## config.mk

```make
export PLATFORM = sky130hd
export DESIGN_NAME = system_io_misc_control_regs
export DESIGN_NICKNAME = d
export VERILOG_FILES = /design/src/shared/misc_ctrl_pkg.sv /design/src/design/system_io_misc_control_regs.sv
export SDC_FILE = /design/constraint.sdc
export NUM_CORES = 1
export LEC_CHECK = 0
export BUFFER_PORTS_ARGS = -buffer_cell sky130_fd_sc_hd__buf_2
export CAP_MARGIN = 20
export CORE_MARGIN = 8
export CORE_UTILIZATION = 56
export DETAILED_ROUTE_END_ITERATION = 16
export PLACE_DENSITY = 0.88
export SLEW_MARGIN = 15
export SYNTH_ARGS = -nofsm -noshare
export SYNTH_HDL_FRONTEND = slang
export SYNTH_SLANG_ARGS = --single-unit
```

## constraint.sdc

```tcl
create_clock -name clock_i -period 3.6 [get_ports clock_i]
set_input_delay 0.72 -clock clock_i [delete_from_list [all_inputs] [get_ports clock_i]]
set_output_delay 0.72 -clock clock_i [all_outputs]
set_load 0.1 [all_outputs]
```

## src/shared/misc_ctrl_pkg.sv

```systemverilog
package misc_ctrl_pkg;

  // Bus request carried from the host bridge into the register bank.
  typedef struct packed {
    logic cfg;
    logic wr;
    logic rd;
    logic [15:0] addr;
    logic [7:0] wdata;
  } bus_req_t;

  // Configuration-space offsets.
  localparam logic [15:0] OFF_DMA_REMAP = 16'h0062;
  localparam logic [15:0] OFF_IRQ_REMAP = 16'h0063;
  localparam logic [15:0] OFF_GP_CTRL = 16'h0064;
  localparam logic [15:0] OFF_ARB_EN = 16'h0065;
  localparam logic [15:0] OFF_GP_DEC_LO = 16'h0066;
  localparam logic [15:0] OFF_GP_DEC_HI = 16'h0067;
  localparam logic [15:0] OFF_GP_STATUS = 16'h006A;

  // I/O-space ports.
  localparam logic [15:0] PORT_INDEX = 16'h0022;
  localparam logic [15:0] PORT_DATA = 16'h0023;
  localparam logic [15:0] PORT_TRIG_LO = 16'h04D0;
  localparam logic [15:0] PORT_TRIG_HI = 16'h04D1;

  // Indexed internal registers.
  localparam logic [7:0] IDX_CLK_FLASH = 8'h50;
  localparam logic [7:0] IDX_RECOVERY = 8'h51;
  localparam logic [7:0] IDX_BUF_CUR = 8'h53;
  localparam logic [7:0] IDX_SCRATCH = 8'h54;
  localparam logic [7:0] IDX_CMOS_MIRROR = 8'h55;
  localparam logic [7:0] IDX_SYS_WAKE_LO = 8'h58;
  localparam logic [7:0] IDX_SYS_WAKE_HI = 8'h59;
  localparam logic [7:0] IDX_MON_WAKE_LO = 8'h5A;
  localparam logic [7:0] IDX_MON_WAKE_HI = 8'h5B;

  // Reset values.
  localparam logic [7:0] RST_DMA_REMAP = 8'h00;
  localparam logic [7:0] RST_IRQ_REMAP = 8'h80;
  localparam logic [7:0] RST_GP_CTRL = 8'h80;
  localparam logic [7:0] RST_ARB_EN = 8'h80;
  localparam logic [15:0] RST_GP_DEC = 16'h0002;
  localparam logic [15:0] RST_TRIG = 16'h0000;
  localparam logic [7:0] RST_BYTE = 8'h00;

  // Field positions and codes.
  localparam int DMA0_EN_BIT = 3;
  localparam int DMA1_EN_BIT = 7;
  localparam logic [2:0] DMA_CODE_OFF = 3'h4;
  localparam int IRQ_DIS_BIT = 7;
  localparam int GP_INPUT_BIT = 7;
  localparam int GP_POL_BIT = 6;
  localparam int GP_DEB_BIT = 5;
  localparam int ARB_EN_BIT = 7;
  localparam int ST_ROT_BIT = 4;
  localparam int ST_RTC_BIT = 2;
  localparam int ST_GP_BIT = 0;
  localparam int FLASH_LOCK_BIT = 5;
  localparam int FLASH_OVR_BIT = 2;
  localparam int WAIT16_BIT = 2;
  localparam int GP_WAKE_BIT = 2;
  localparam logic [1:0] MASK_A1 = 2'h0;
  localparam logic [1:0] MASK_A2 = 2'h1;
  localparam logic [1:0] MASK_OFF = 2'h2;
  localparam logic [1:0] CLK_OSC = 2'h0;
  localparam logic [1:0] CLK_DIV4 = 2'h1;
  localparam logic [1:0] CLK_DIV3 = 2'h2;
  localparam logic [1:0] DIV4_LAST = 2'h3;
  localparam logic [1:0] DIV3_LAST = 2'h2;
  localparam logic [3:0] DEB_MIN_COUNT = 4'h2;

  // IRQ lines that may be remapped or switched to level mode.
  localparam logic [15:0] IRQ_VALID = 16'hDEF8;

  // Recovery lookup, packed four 4-bit counts, code 0 in the low nibble.
  localparam logic [15:0] REC16_TABLE = 16'h2345;
  localparam logic [15:0] REC8_TABLE = 16'h3458;

  // Debounce tick of 0.6 s at the 10 MHz clock.
  localparam longint CLOCK_HZ = 10000000;
  localparam longint DEB_UNIT_MS = 600;
  localparam longint DEB_TICK_CYCLES = CLOCK_HZ * DEB_UNIT_MS / 1000;

endpackage
```

## src/design/system_io_misc_control_regs.sv

```systemverilog
`timescale 1ns/1ps
module system_io_misc_control_regs #(
  parameter longint DEB_TICK = misc_ctrl_pkg::DEB_TICK_CYCLES,
  parameter int DMA_CHANNELS = 8
) (
  input wire logic clock_i,
  input wire logic srst_i,
  input wire misc_ctrl_pkg::bus_req_t bus_req_i,
  output logic [7:0] bus_rdata_o,
  output logic bus_rvalid_o,
  input wire logic onboard_dma_req0_i,
  input wire logic onboard_dma_req1_i,
  output logic onboard_dma_ack0_n_o,
  output logic onboard_dma_ack1_n_o,
  input wire logic [DMA_CHANNELS-1:0] isa_dreq_i,
  input wire logic [DMA_CHANNELS-1:0] ctrl_dack_n_i,
  output logic [DMA_CHANNELS-1:0] ctrl_dreq_o,
  output logic [DMA_CHANNELS-1:0] isa_dack_n_o,
  input wire logic disk_interrupt_i,
  output logic [15:0] disk_irq_route_o,
  input wire logic general_purpose_pin_i,
  output logic general_purpose_pin_o,
  output logic general_purpose_pin_oe_o,
  input wire logic io_cycle_valid_i,
  input wire logic io_cycle_subtractive_i,
  input wire logic [15:0] io_cycle_addr_i,
  output logic arbiter_enable_o,
  output logic arbiter_rotating_o,
  output logic ide_master_allow_o,
  input wire logic rtc_in_use_i,
  output logic [15:0] irq_level_mode_o,
  input wire logic osc_tick_i,
  output logic isa_bus_clock_en_o,
  output logic [1:0] isa_clock_sel_o,
  output logic [3:0] io16_recovery_o,
  output logic [3:0] io8_recovery_o,
  output logic mem_io16_wait_o,
  output logic flash_write_allowed_o,
  output logic upper_cmos_enable_o,
  output logic isa_slew_strong_o,
  output logic pci_buffer_strong_o,
  input wire logic [7:0] cmos_index_i,
  input wire logic [15:0] irq_event_i,
  input wire logic nmi_event_i,
  output logic system_wake_o,
  output logic monitor_wake_o
);

  logic [7:0] dma_remap;
  logic [7:0] irq_remap;
  logic [7:0] gp_ctrl;
  logic [7:0] arb_en;
  logic [15:0] gp_decode;
  logic arb_rotating;
  logic gp_status;
  logic [15:0] trig_mode;
  logic [7:0] index_reg;
  logic [7:0] clk_flash;
  logic [7:0] recovery;
  logic [7:0] buf_cur;
  logic [7:0] scratch;
  logic [15:0] sys_wake_mask;
  logic [15:0] mon_wake_mask;
  logic flash_locked;
  logic [1:0] div_cnt;
  logic [31:0] tick_cnt;
  logic deb_tick;
  logic [3:0] deb_cnt;
  logic gp_raw_q;
  logic gp_filtered;
  logic gp_active_q;
  logic [7:0] next_rdata;

  wire cfg_wr = bus_req_i.cfg && bus_req_i.wr;
  wire io_wr = !bus_req_i.cfg && bus_req_i.wr;
  wire io_rd = !bus_req_i.cfg && bus_req_i.rd;
  wire [7:0] wd = bus_req_i.wdata;
  wire [15:0] ad = bus_req_i.addr;
  wire data_wr = io_wr && ad == misc_ctrl_pkg::PORT_DATA;

  // DMA pair routing.
  wire [2:0] code0 = dma_remap[2:0];
  wire [2:0] code1 = dma_remap[6:4];
  wire pair0_on = dma_remap[misc_ctrl_pkg::DMA0_EN_BIT] && code0 != misc_ctrl_pkg::DMA_CODE_OFF;
  wire pair1_on = dma_remap[misc_ctrl_pkg::DMA1_EN_BIT] && code1 != misc_ctrl_pkg::DMA_CODE_OFF;
  logic [DMA_CHANNELS-1:0] sel0;
  logic [DMA_CHANNELS-1:0] sel1;

  genvar ch;
  generate
    for (ch = 0; ch < DMA_CHANNELS; ch = ch + 1) begin : g_dma
      assign sel0[ch] = pair0_on && code0 == 3'(ch);
      assign sel1[ch] = pair1_on && code1 == 3'(ch) && !sel0[ch];
      assign ctrl_dreq_o[ch] = sel0[ch] ? onboard_dma_req0_i :
                               sel1[ch] ? onboard_dma_req1_i : isa_dreq_i[ch];
      assign isa_dack_n_o[ch] = (sel0[ch] || sel1[ch]) ? 1'b1 : ctrl_dack_n_i[ch];
    end
  endgenerate

  assign onboard_dma_ack0_n_o = !(|(sel0 & ~ctrl_dack_n_i));
  assign onboard_dma_ack1_n_o = !(|(sel1 & ~ctrl_dack_n_i));

  wire irq_remap_on = !irq_remap[misc_ctrl_pkg::IRQ_DIS_BIT];
  wire irq_code_ok = misc_ctrl_pkg::IRQ_VALID[irq_remap[3:0]];
  assign disk_irq_route_o = (irq_remap_on && irq_code_ok && disk_interrupt_i) ?
                            (16'h0001 << irq_remap[3:0]) : 16'h0000;

  wire gp_input_mode = gp_ctrl[misc_ctrl_pkg::GP_INPUT_BIT];
  wire gp_level_active = gp_ctrl[misc_ctrl_pkg::GP_POL_BIT] ? general_purpose_pin_i :
                         !general_purpose_pin_i;
  wire gp_active = gp_input_mode && (gp_ctrl[misc_ctrl_pkg::GP_DEB_BIT] ? gp_filtered :
                   gp_level_active);
  wire [3:0] deb_need = (gp_ctrl[3:0] < misc_ctrl_pkg::DEB_MIN_COUNT) ? 4'h1 :
                        gp_ctrl[3:0] - 4'h1;

  wire [1:0] dec_mask = gp_decode[1:0];
  wire [15:0] addr_ign = (dec_mask == misc_ctrl_pkg::MASK_A1) ? 16'h0003 :
                         (dec_mask == misc_ctrl_pkg::MASK_A2) ? 16'h0007 : 16'h000F;
  wire gp_hit = !gp_input_mode && dec_mask != misc_ctrl_pkg::MASK_OFF && io_cycle_valid_i &&
                io_cycle_subtractive_i &&
                ((io_cycle_addr_i & ~addr_ign) == ({gp_decode[15:2], 2'h0} & ~addr_ign));

  assign arbiter_enable_o = arb_en[misc_ctrl_pkg::ARB_EN_BIT];
  assign ide_master_allow_o = arb_en[misc_ctrl_pkg::ARB_EN_BIT];
  assign arbiter_rotating_o = arb_rotating;
  assign irq_level_mode_o = trig_mode;

  assign isa_clock_sel_o = clk_flash[7:6];
  wire div_last = (clk_flash[7:6] == misc_ctrl_pkg::CLK_DIV3) ?
                  div_cnt == misc_ctrl_pkg::DIV3_LAST : div_cnt == misc_ctrl_pkg::DIV4_LAST;
  assign isa_bus_clock_en_o = (clk_flash[7:6] == misc_ctrl_pkg::CLK_OSC) ? osc_tick_i :
                              (clk_flash[7:6] == misc_ctrl_pkg::CLK_DIV4 ||
                               clk_flash[7:6] == misc_ctrl_pkg::CLK_DIV3) && div_last;

  assign io16_recovery_o = misc_ctrl_pkg::REC16_TABLE[{recovery[7:6], 2'h0} +: 4];
  assign io8_recovery_o = misc_ctrl_pkg::REC8_TABLE[{recovery[5:4], 2'h0} +: 4];
  assign mem_io16_wait_o = !recovery[misc_ctrl_pkg::WAIT16_BIT];
  assign flash_write_allowed_o = !clk_flash[misc_ctrl_pkg::FLASH_LOCK_BIT] &&
                                 !(flash_locked && !clk_flash[misc_ctrl_pkg::FLASH_OVR_BIT]);
  assign upper_cmos_enable_o = clk_flash[3];
  assign isa_slew_strong_o = clk_flash[0];
  assign pci_buffer_strong_o = buf_cur[0];

  wire [15:0] sys_src = {irq_event_i[15:3], gp_active, irq_event_i[1], nmi_event_i};
  wire [15:0] mon_src = {irq_event_i[15:1], nmi_event_i};
  assign system_wake_o = |(sys_src & ~sys_wake_mask);
  assign monitor_wake_o = |(mon_src & ~mon_wake_mask);

  wire gp_rise = gp_active && !gp_active_q && arbiter_enable_o;
  wire st_wr = cfg_wr && ad == misc_ctrl_pkg::OFF_GP_STATUS;

  wire [7:0] idx_rdata =
    (index_reg == misc_ctrl_pkg::IDX_CLK_FLASH) ? clk_flash :
    (index_reg == misc_ctrl_pkg::IDX_RECOVERY) ? recovery :
    (index_reg == misc_ctrl_pkg::IDX_BUF_CUR) ? buf_cur :
    (index_reg == misc_ctrl_pkg::IDX_SCRATCH) ? scratch :
    (index_reg == misc_ctrl_pkg::IDX_CMOS_MIRROR) ? cmos_index_i :
    (index_reg == misc_ctrl_pkg::IDX_SYS_WAKE_LO) ? sys_wake_mask[7:0] :
    (index_reg == misc_ctrl_pkg::IDX_SYS_WAKE_HI) ? sys_wake_mask[15:8] :
    (index_reg == misc_ctrl_pkg::IDX_MON_WAKE_LO) ? mon_wake_mask[7:0] :
    (index_reg == misc_ctrl_pkg::IDX_MON_WAKE_HI) ? mon_wake_mask[15:8] : 8'h00;

  wire [7:0] status_rd = {3'h0, arb_rotating, 1'b0, rtc_in_use_i, 1'b0, gp_status};

  always_comb begin
    next_rdata = 8'h00;
    if (bus_req_i.cfg) begin
      unique case (ad)
        misc_ctrl_pkg::OFF_DMA_REMAP: next_rdata = dma_remap;
        misc_ctrl_pkg::OFF_IRQ_REMAP: next_rdata = {irq_remap[7], 3'h0, irq_remap[3:0]};
        misc_ctrl_pkg::OFF_GP_CTRL: next_rdata = {gp_ctrl[7:5], 1'b0, gp_ctrl[3:0]};
        misc_ctrl_pkg::OFF_ARB_EN: next_rdata = {arb_en[7], 7'h00};
        misc_ctrl_pkg::OFF_GP_DEC_LO: next_rdata = gp_decode[7:0];
        misc_ctrl_pkg::OFF_GP_DEC_HI: next_rdata = gp_decode[15:8];
        misc_ctrl_pkg::OFF_GP_STATUS: next_rdata = status_rd;
        default: next_rdata = 8'h00;
      endcase
    end else begin
      unique case (ad)
        misc_ctrl_pkg::PORT_INDEX: next_rdata = index_reg;
        misc_ctrl_pkg::PORT_DATA: next_rdata = idx_rdata;
        misc_ctrl_pkg::PORT_TRIG_LO: next_rdata = trig_mode[7:0] & misc_ctrl_pkg::IRQ_VALID[7:0];
        misc_ctrl_pkg::PORT_TRIG_HI: next_rdata = trig_mode[15:8] &
                                                  misc_ctrl_pkg::IRQ_VALID[15:8];
        default: next_rdata = 8'h00;
      endcase
    end
  end

  always_ff @(posedge clock_i) begin
    if (srst_i) begin
      bus_rdata_o <= misc_ctrl_pkg::RST_BYTE;
      bus_rvalid_o <= 1'b0;
    end else begin
      bus_rdata_o <= bus_req_i.rd ? next_rdata : bus_rdata_o;
      bus_rvalid_o <= bus_req_i.rd;
    end
  end

  // Configuration-space registers.
  always_ff @(posedge clock_i) begin
    if (srst_i) begin
      dma_remap <= misc_ctrl_pkg::RST_DMA_REMAP;
      irq_remap <= misc_ctrl_pkg::RST_IRQ_REMAP;
      gp_ctrl <= misc_ctrl_pkg::RST_GP_CTRL;
      arb_en <= misc_ctrl_pkg::RST_ARB_EN;
      gp_decode <= misc_ctrl_pkg::RST_GP_DEC;
      arb_rotating <= 1'b0;
    end else if (cfg_wr) begin
      if (ad == misc_ctrl_pkg::OFF_DMA_REMAP) dma_remap <= wd;
      if (ad == misc_ctrl_pkg::OFF_IRQ_REMAP) irq_remap <= wd;
      if (ad == misc_ctrl_pkg::OFF_GP_CTRL) gp_ctrl <= wd;
      if (ad == misc_ctrl_pkg::OFF_ARB_EN) arb_en <= wd;
      if (ad == misc_ctrl_pkg::OFF_GP_DEC_LO) gp_decode[7:0] <= wd;
      if (ad == misc_ctrl_pkg::OFF_GP_DEC_HI) gp_decode[15:8] <= wd;
      if (ad == misc_ctrl_pkg::OFF_GP_STATUS) arb_rotating <= wd[misc_ctrl_pkg::ST_ROT_BIT];
    end
  end

  always_ff @(posedge clock_i) begin
    if (srst_i) begin
      gp_status <= 1'b0;
    end else if (gp_rise) begin
      gp_status <= 1'b1;
    end else if (st_wr && wd[misc_ctrl_pkg::ST_GP_BIT]) begin
      gp_status <= 1'b0;
    end
  end

  always_ff @(posedge clock_i) begin
    if (srst_i) begin
      trig_mode <= misc_ctrl_pkg::RST_TRIG;
    end else if (io_wr && ad == misc_ctrl_pkg::PORT_TRIG_LO) begin
      trig_mode[7:0] <= wd & misc_ctrl_pkg::IRQ_VALID[7:0];
    end else if (io_wr && ad == misc_ctrl_pkg::PORT_TRIG_HI) begin
      trig_mode[15:8] <= wd & misc_ctrl_pkg::IRQ_VALID[15:8];
    end
  end

  always_ff @(posedge clock_i) begin
    if (srst_i) begin
      index_reg <= misc_ctrl_pkg::RST_BYTE;
      clk_flash <= misc_ctrl_pkg::RST_BYTE;
      recovery <= misc_ctrl_pkg::RST_BYTE;
      buf_cur <= misc_ctrl_pkg::RST_BYTE;
      scratch <= misc_ctrl_pkg::RST_BYTE;
      sys_wake_mask <= 16'h0000;
      mon_wake_mask <= 16'h0000;
    end else begin
      if (io_wr && ad == misc_ctrl_pkg::PORT_INDEX) index_reg <= wd;
      if (data_wr && index_reg == misc_ctrl_pkg::IDX_CLK_FLASH) clk_flash <= wd;
      if (data_wr && index_reg == misc_ctrl_pkg::IDX_RECOVERY) recovery <= wd;
      if (data_wr && index_reg == misc_ctrl_pkg::IDX_BUF_CUR) buf_cur <= {7'h00, wd[0]};
      if (data_wr && index_reg == misc_ctrl_pkg::IDX_SCRATCH) scratch <= wd;
      if (data_wr && index_reg == misc_ctrl_pkg::IDX_SYS_WAKE_LO) sys_wake_mask[7:0] <= wd;
      if (data_wr && index_reg == misc_ctrl_pkg::IDX_SYS_WAKE_HI) sys_wake_mask[15:8] <= wd;
      if (data_wr && index_reg == misc_ctrl_pkg::IDX_MON_WAKE_LO) mon_wake_mask[7:0] <= wd;
      if (data_wr && index_reg == misc_ctrl_pkg::IDX_MON_WAKE_HI) mon_wake_mask[15:8] <= wd;
    end
  end

  // lock latch
  // The latch only drops at reset, so a later clear of the lock bit reopens flashing only while the override bit (FLASH_OVR_BIT) is set.
  always_ff @(posedge clock_i) begin
    if (srst_i) begin
      flash_locked <= 1'b0;
    end else if (clk_flash[misc_ctrl_pkg::FLASH_LOCK_BIT] &&
                 !clk_flash[misc_ctrl_pkg::FLASH_OVR_BIT]) begin
      flash_locked <= 1'b1;
    end
  end

  always_ff @(posedge clock_i) begin
    if (srst_i || div_last) begin
      div_cnt <= 2'h0;
    end else begin
      div_cnt <= div_cnt + 2'h1;
    end
  end

  always_ff @(posedge clock_i) begin
    if (srst_i || deb_tick) begin
      tick_cnt <= 32'h0;
    end else begin
      tick_cnt <= tick_cnt + 32'h1;
    end
  end
  assign deb_tick = tick_cnt == 32'(DEB_TICK - 1);

  // debounce filter
  // A bounce restarts the count but not tick_cnt, so the filtered level changes on the deb_need-th deb_tick after it, the first 1 to DEB_TICK cycles later.
  always_ff @(posedge clock_i) begin
    if (srst_i) begin
      gp_raw_q <= 1'b0;
      gp_filtered <= 1'b0;
      deb_cnt <= 4'h0;
      gp_active_q <= 1'b0;
    end else begin
      gp_raw_q <= gp_level_active;
      gp_active_q <= gp_active;
      if (gp_level_active != gp_raw_q || gp_level_active == gp_filtered) begin
        deb_cnt <= 4'h0;
      end else if (deb_tick) begin
        if (deb_cnt + 4'h1 >= deb_need) begin
          gp_filtered <= gp_level_active;
          deb_cnt <= 4'h0;
        end else begin
          deb_cnt <= deb_cnt + 4'h1;
        end
      end
    end
  end

  always_ff @(posedge clock_i) begin
    if (srst_i) begin
      general_purpose_pin_o <= 1'b1;
      general_purpose_pin_oe_o <= 1'b0;
    end else begin
      general_purpose_pin_o <= !gp_hit;
      general_purpose_pin_oe_o <= !gp_input_mode;
    end
  end

endmodule

```

==> metrics, run 1 <==
vias post-DR 9,194; crit path launch type flip-flop; initial antenna violation count 1; number of synthesized flops with an enable pin 0; CTS buffer count 17; Initial DRC Count 1,209; die width 144 um; combinational family with the most area after synthesis simple AND/OR/NAND/NOR gates; Cells after Synth 1,144; Seq/Total Area, Yosys 36.7%; cell area after synthesis 9230 sq um; largest cells by area after synthesis dfxtp_1, mux2i_1, nor2_1; worst slew pin tran 0.889 ns; Routed Wire Length 28,700 um; clk slew on worst S/H paths 0.07 ns; Worst VDD drop 452 uV; Slew Viols, Final 0; Longest Clk Path Bufs 2; first-pass GRT wire length 44,800 um; root buf cell clkbuf_16; compound-gate portion of the synthesized area 12.8%; largest net degree at the start of global routing 75; crit path kind flip-flop to output pin; Max-slew headroom 40.6%; share of cells above drive strength 1 19.6%; row count 47; RR Startpoint index_reg[2]$_SDFFE_PP0P_; Power Density 382 nW/um^2; area of the die 20,800 sq um; commonest non-fill, non-tap cell in the layout nor2_1; worst-case reg-to-reg path depth 6; Critical R2R Capture bus_rdata_o[5]$_SDFFE_PP0P_; peak fanout along the critical path 11; Setup crit start dma_remap[6]$_SDFFE_PP0P_; fmax 0.329 GHz; RSZ-0062 raised after global routing no; Nets 1,375; pre-CTS WS 0.588 ns; TritonCTS clock tree done; FF+latch count, synth 169; max cap viols 0; status finished, final reports clean; Pre-antenna DRT Iters 5; Die Y 144 um; post-DP HPWL 20,200 um; Setup Buffers After CTS 0; growth of design area from synthesis to finish 16.9%; min-delay worst type flip-flop to flip-flop; number of global-route vias before repair 8,742; Core Area 16,300 sq um; GRT Overall Usage 27.3%; Setup TNS 0 ns; CTS sink count 169; yosys warns 0; gpl congestion 0.977; synth unique cells 73; xor and xnor area share after synthesis 4.75%; Post-synth top flop dfxtp_1; flop2flop setup slack 1.12 ns; Leak 4.19 nW; final worst path period need 3.04 ns; Most flops, register tick_cnt; ys async rst share 0%; IO buf count 162; grt ovf 0; Routed Antenna Nets 0; H-tree Lvls 4; CP endpoint kind output pin; # IOs 176; Post-CTS Hold Buffers 0; Synth top area share 36.7%; post-synthesis adder-cell area fraction 1.61%; CP Capture Point onboard_dma_ack1_n_o; clk_lat worst skew 0.43 ns; # setup viols final 0; post-synth top area cell dfxtp_1; WL/cell 19.1 um; Syn Area/Cell 8.07 sq um; Final WS setup 0.559 ns; Remaining DRCs 0; most frequent cells in the layout nor2_1, dfxtp_1, buf_2; Fin. Hold Viols 0; Clock Skew 0.00815 ns; Largest register FFs 32; initial core utilization 56.4%; crit share post-route 84.5%; mux contribution to synthesized area 11.1%; Arr. time, crit path 2.32 ns; cts repair resizes 0; Post-Synth Simple-Gate Area 27.7%; Req. time, crit path 2.88 ns; vias per cell 6.11
-- cells in the mapped netlist (17+ instances only) --
master	count
nor2_1	173
dfxtp_1	169
nand2_1	115
mux2i_1	75
a21oi_1	69
nand3_1	65
clkbuf_1	56
inv_1	40
xnor2_1	33
nor3_1	26
nand4_1	24
o21ai_0	22
o22ai_1	20
nand2b_1	18
a22oi_1	17
xor2_1	17
-- worst min path at each step --
| stage | cells past startpoint | slack (ns) | start | end |
|---|---|---|---|---|
| finish | 2 | 0.46 | clk_flash[1]$_SDFFE_PP0P_ | clk_flash[1]$_SDFFE_PP0P_ |
| global route | 2 | 0.47 | recovery[0]$_SDFFE_PP0P_ | recovery[0]$_SDFFE_PP0P_ |
| CTS | 2 | 0.45 | clk_flash[1]$_SDFFE_PP0P_ | clk_flash[1]$_SDFFE_PP0P_ |
| detailed placement | 2 | 0.44 | clk_flash[1]$_SDFFE_PP0P_ | clk_flash[1]$_SDFFE_PP0P_ |
| global placement | 2 | 0.44 | clk_flash[4]$_SDFFE_PP0P_ | clk_flash[4]$_SDFFE_PP0P_ |
| floorplan | 1 | 0.43 | tick_cnt[0]$_SDFF_PP0_ | tick_cnt[0]$_SDFF_PP0_ |
-- power by group --
group / leakage, nW / internal [mW] / switching (mW)
logic: 2.54 / 0.0902 / 0.285
registers: 1.36 / 1.88 / 0.00842
clock network: 0.285 / 1.04 / 0.815
-- layout make-up --
type	count	area [sq um]
Tap cell	220	275
Clock buffer	18	429
Fill cell	1369	5560
Timing Repair Buffer	180	973
Sequential cell	169	3380
Antenna cell	1	2.50
Inverter	40	150
Clock inverter	14	161
Multi-Input combinational cell	862	5420
-- metrics by stage --
stage          power (mW)  area [sq um]  utilization [%]  hold slack, ns  instances
2_1_floorplan        2.19          9280                -           0.426       1149
3_3_place_gp         2.29         10200             62.4           0.436       1471
3_5_place_dp         2.30         10200             62.4           0.444       1471
4_1_cts              4.12         10800             66.0           0.454       1503
5_1_grt              4.23         10800             66.0           0.473       1504
6_report             4.12         10800             66.0           0.458       1504
-- kinds of logic (layout without fill, tap and decap cells) --
group / after synthesis / after routing
buffers and inverters: 118 / 252
adders and majority gates: 12 / 12
other: 1 / 7
AOI/OAI and AO/OA: 186 / 186
and+or+nand+nor: 518 / 518
DFF: 169 / 169
xor gates and xnor gates: 50 / 50
muxes: 90 / 90
-- critical path, stage by stage, from the launching register on --
cell	delay (ns)
dfxtp_1	0.60
xnor2_1	0.17
nand3_1	0.11
o211ai_1	0.17
o21ai_0	0.12
a311oi_2	0.26
buf_2	0.46
-- layer usage --
metal | part of all wire, % | global-route usage [%] | wire length, um | up-vias
met1 | 39 | 34.4 | 11200 | 4285
met5 | 0 | 0 | 0 | -
met3 | 11 | 5.68 | 3260 | 105
met2 | 46 | 43.6 | 13200 | 526
met4 | 3.5 | 13.3 | 1000 | 0
li1 | - | - | - | 4278
Power figures use the tool's default switching activity.
==> run 2: changes to the inputs <==
--- a/config.mk
+++ b/config.mk
@@ -5,12 +5,13 @@
 export SDC_FILE = /design/constraint.sdc
 export NUM_CORES = 1
 export LEC_CHECK = 0
+export ABC_AREA = 1
 export BUFFER_PORTS_ARGS = -buffer_cell sky130_fd_sc_hd__buf_2
 export CAP_MARGIN = 20
 export CORE_MARGIN = 8
-export CORE_UTILIZATION = 56
+export CORE_UTILIZATION = 51
 export DETAILED_ROUTE_END_ITERATION = 16
-export PLACE_DENSITY = 0.88
+export PLACE_DENSITY = 0.84
 export SLEW_MARGIN = 15
 export SYNTH_ARGS = -nofsm -noshare
 export SYNTH_HDL_FRONTEND = slang
==> constraint.sdc (replaced) <==
create_clock -name clock_i -period 2.49 [get_ports clock_i]
set_input_delay 0.498 -clock clock_i [delete_from_list [all_inputs] [get_ports clock_i]]
set_output_delay 0.498 -clock clock_i [all_outputs]
set_load 0.1 [all_outputs]
==> run 2 against run 1 <==
  * Clock skew rose by 0.0015 ns
  * Critical path depth rose by 1
  * Routed wire length barely moved
  * Sequential share of layout area fell by 1.0 points
  * Combinational power rose by 47%
  * Utilization fell by 3.8 points
  * Area after synthesis rose by 0.91%
==> metrics, run 2 <==
crit path kind flip-flop to output pin (unchanged); WL/cell 16.0 um (was 19.1 um); commonest non-fill, non-tap cell in the layout nand2_1 (was nor2_1); fin util 62.2% (was 66.0%); Largest register FFs 32 (unchanged); multi-input logic area 5100 sq um (was 5420 sq um); row count 49 (was 47); ys async rst share 0% (unchanged); DRT met1 WL 11,500 um (was 11,200 um); CTS buffer count 17 (unchanged); share of cells above drive strength 1 20.6% (was 19.6%); Cells after Synth 1,383 (was 1,144); Total Power 5.76 mW (was 4.12 mW); Longest Clk Path Bufs 2 (unchanged); clk slew on worst S/H paths 0.07 ns (about the same); die width 151 um (was 144 um); met3 wire len 2580 um (was 3260 um); Slew Viols, Final 0 (unchanged); Nets 1,653 (was 1,375); Pre-antenna DRT Iters 7 (was 5); Max-slew headroom 61.0% (was 40.6%); Req. time, crit path 1.99 ns (was 2.88 ns); Initial DRC Count 1,136 (was 1,209); Clock Skew 0.00962 ns (was 0.00815 ns); post-synthesis adder-cell area fraction 1.48% (was 1.61%); cell area after synthesis 9310 sq um (was 9230 sq um); metal2 WL 13,600 um (was 13,200 um); TritonCTS clock tree done (unchanged); first-pass GRT wire length 45,200 um (was 44,800 um); area of the die 22,800 sq um (was 20,800 sq um); clk_lat worst skew 0.44 ns (was 0.43 ns); Remaining DRCs 0 (unchanged); Final WS setup 0.0104 ns (was 0.559 ns); fmax 0.403 GHz; crit path launch type flip-flop (unchanged); number of synthesized flops with an enable pin 0 (unchanged); top sig layer met4 (unchanged); Core Area 18,000 sq um (was 16,300 sq um); Routed Wire Length 28,700 um (about the same); combinational family with the most area after synthesis simple AND/OR/NAND/NOR gates (unchanged); top cells by count, synth nand2_1, inv_1, dfxtp_1 (was nor2_1, dfxtp_1, nand2_1); placed insts 1,752 (was 1,471); growth of design area from synthesis to finish 20.0% (was 16.9%); initial antenna violation count 0 (was 1); pre-CTS WS 0.0613 ns (was 0.588 ns); Fin. Hold Viols 0 (unchanged); compound-gate portion of the synthesized area 20.7% (was 12.8%); IO buf count 162 (unchanged); Post-CTS Hold Buffers 0 (unchanged); antenna diode count 0 (was 1); vias per cell 5.61 (was 6.11); root buf cell clkbuf_16 (unchanged); fill count 1,588 (was 1,369); xor and xnor area share after synthesis 1.60% (was 4.75%); Leak 4.70 nW (was 4.19 nW); WHS 0.371 ns (was 0.458 ns); Worst VDD drop 516 uV (was 452 uV); most frequent cells in the layout nand2_1, inv_1, dfxtp_1 (was nor2_1, dfxtp_1, buf_2); gpl congestion 0.956 (was 0.977); FF+latch count, synth 169 (unchanged); largest net degree at the start of global routing 57 (was 75); post-DP HPWL 20,900 um (was 20,200 um); Arr. time, crit path 1.98 ns (was 2.32 ns); max cap viols 0 (unchanged); GRT Overall Usage 24.6% (was 27.3%); synth unique cells 52 (was 73); Most flops, register tick_cnt (unchanged); Die Y 151 um (was 144 um); final worst path period need 2.48 ns; fin cells 1,790 (was 1,504); crit share post-route 99.6%; min-delay worst type input pin to flip-flop (was flip-flop to flip-flop); status finished, final reports clean (unchanged); CTS sink count 169 (unchanged); vias post-DR 10,000 (was 9,194); grt ovf 0 (unchanged); cell with the most instances after synthesis nand2_1 (was nor2_1); post-synth top area cell dfxtp_1 (unchanged); peak fanout along the critical path 5 (was 11); largest cells by area after synthesis dfxtp_1, nand2_1, a21oi_1 (was dfxtp_1, mux2i_1, nor2_1); H-tree Lvls 4 (unchanged); Synth top area share 36.3% (was 36.7%); Routed Antenna Nets 0 (unchanged); Syn Area/Cell 6.73 sq um (was 8.07 sq um); worst slew pin tran 0.583 ns (was 0.889 ns); mux contribution to synthesized area 0% (was 11.1%); Sequential Area 3390 sq um (was 3380 sq um); CP endpoint kind output pin (unchanged); Power Density 515 nW/um^2 (was 382 nW/um^2); initial core utilization 51.8% (was 56.4%); yosys warns 0 (unchanged); RSZ-0062 raised after global routing yes (was no); # setup viols final 0 (unchanged); number of global-route vias before repair 9,368 (was 8,742); Seq/Total Area, Yosys 36.3% (was 36.7%); Post-synth top flop dfxtp_1 (unchanged); # IOs 176 (unchanged); Post-Synth Simple-Gate Area 29.1% (was 27.7%)
-- run 2: changes by cell type after synthesis, sizes merged, moves of 18 or more --
cell	before	now
clkbuf	56	25
a21oi	69	161
nand2	115	246
mux2i	75	0
xnor2	33	10
inv	40	197
o21ai	22	134
nand2b	18	0
-- run 2: what timing repair did --
item,in CTS,in global routing
setup endpoints to repair,8,12
pin swaps,0,7
gates resized for setup,11,25
setup buffers,0,6
-- run 2: path summary, 6_finish.rpt --
check	startpoint	end	cells past startpoint	slack, ns
worst max-delay path	dma_remap[1]$_SDFFE_PP0P_	onboard_dma_ack1_n_o	7	0.01
worst min-delay path	general_purpose_pin_i	gp_raw_q$_SDFF_PP0_	3	0.37
worst max register to register	index_reg[7]$_SDFFE_PP0P_	clk_flash[7]$_SDFFE_PP0P_	10	0.26
worst min register to register	tick_cnt[0]$_SDFF_PP0_	tick_cnt[0]$_SDFF_PP0_	1	0.46
-- run 2: report_power, final --
part	internal, mW	total [mW]	switching, mW	leakage (nW)
Sequential	2.72	2.73	0.0116	1.37
Clock	1.31	2.48	1.16	0.254
Combinational	0.133	0.550	0.417	3.08
Total	4.16	5.76	1.59	4.70
-- run 2: worst max-delay path, cell delays in order, from the launching register on --
cell	delay (ns)
dfxtp_2	0.38
nand2_1	0.16
nor2_4	0.16
nor3_1	0.06
nand2_1	0.08
nand4_1	0.15
a311oi_4	0.34
buf_12	0.21
-- run 2: routing by layer --
metal | vias up | GRT usage, %
met5 | - | 0
met2 | 490 | 41.6
met4 | 0 | 10.4
met1 | 4549 | 29.6
li1 | 4923 | -
met3 | 86 | 5.44
-- run 2: metrics by stage --
step           TNS [ns]  area (sq um)
6_report              0         11200
5_1_grt          -0.226         11200
4_1_cts               0         11100
3_5_place_dp          0         10500
3_3_place_gp          0         10500
2_1_floorplan    -0.730          9440
-- run 2: final cells by class --
cell class	instances	share of cell area, %
clock buffer	20	4.00
clock inverter	12	0.828
inverter	201	6.77
multi-input combinational	969	45.6
sequential	169	30.4
tap	229	2.56
timing repair buffer	190	9.87
-- run 2: cell families (layout without fill, tap and decap cells) --
family,count (synthesis),after routing
other,1,6
xor gates and xnor gates,17,17
DFF,169,169
AOI/OAI and AO/OA,354,354
adders and majority gates,11,11
buffers and inverters,250,423
and+or+nand+nor,581,581
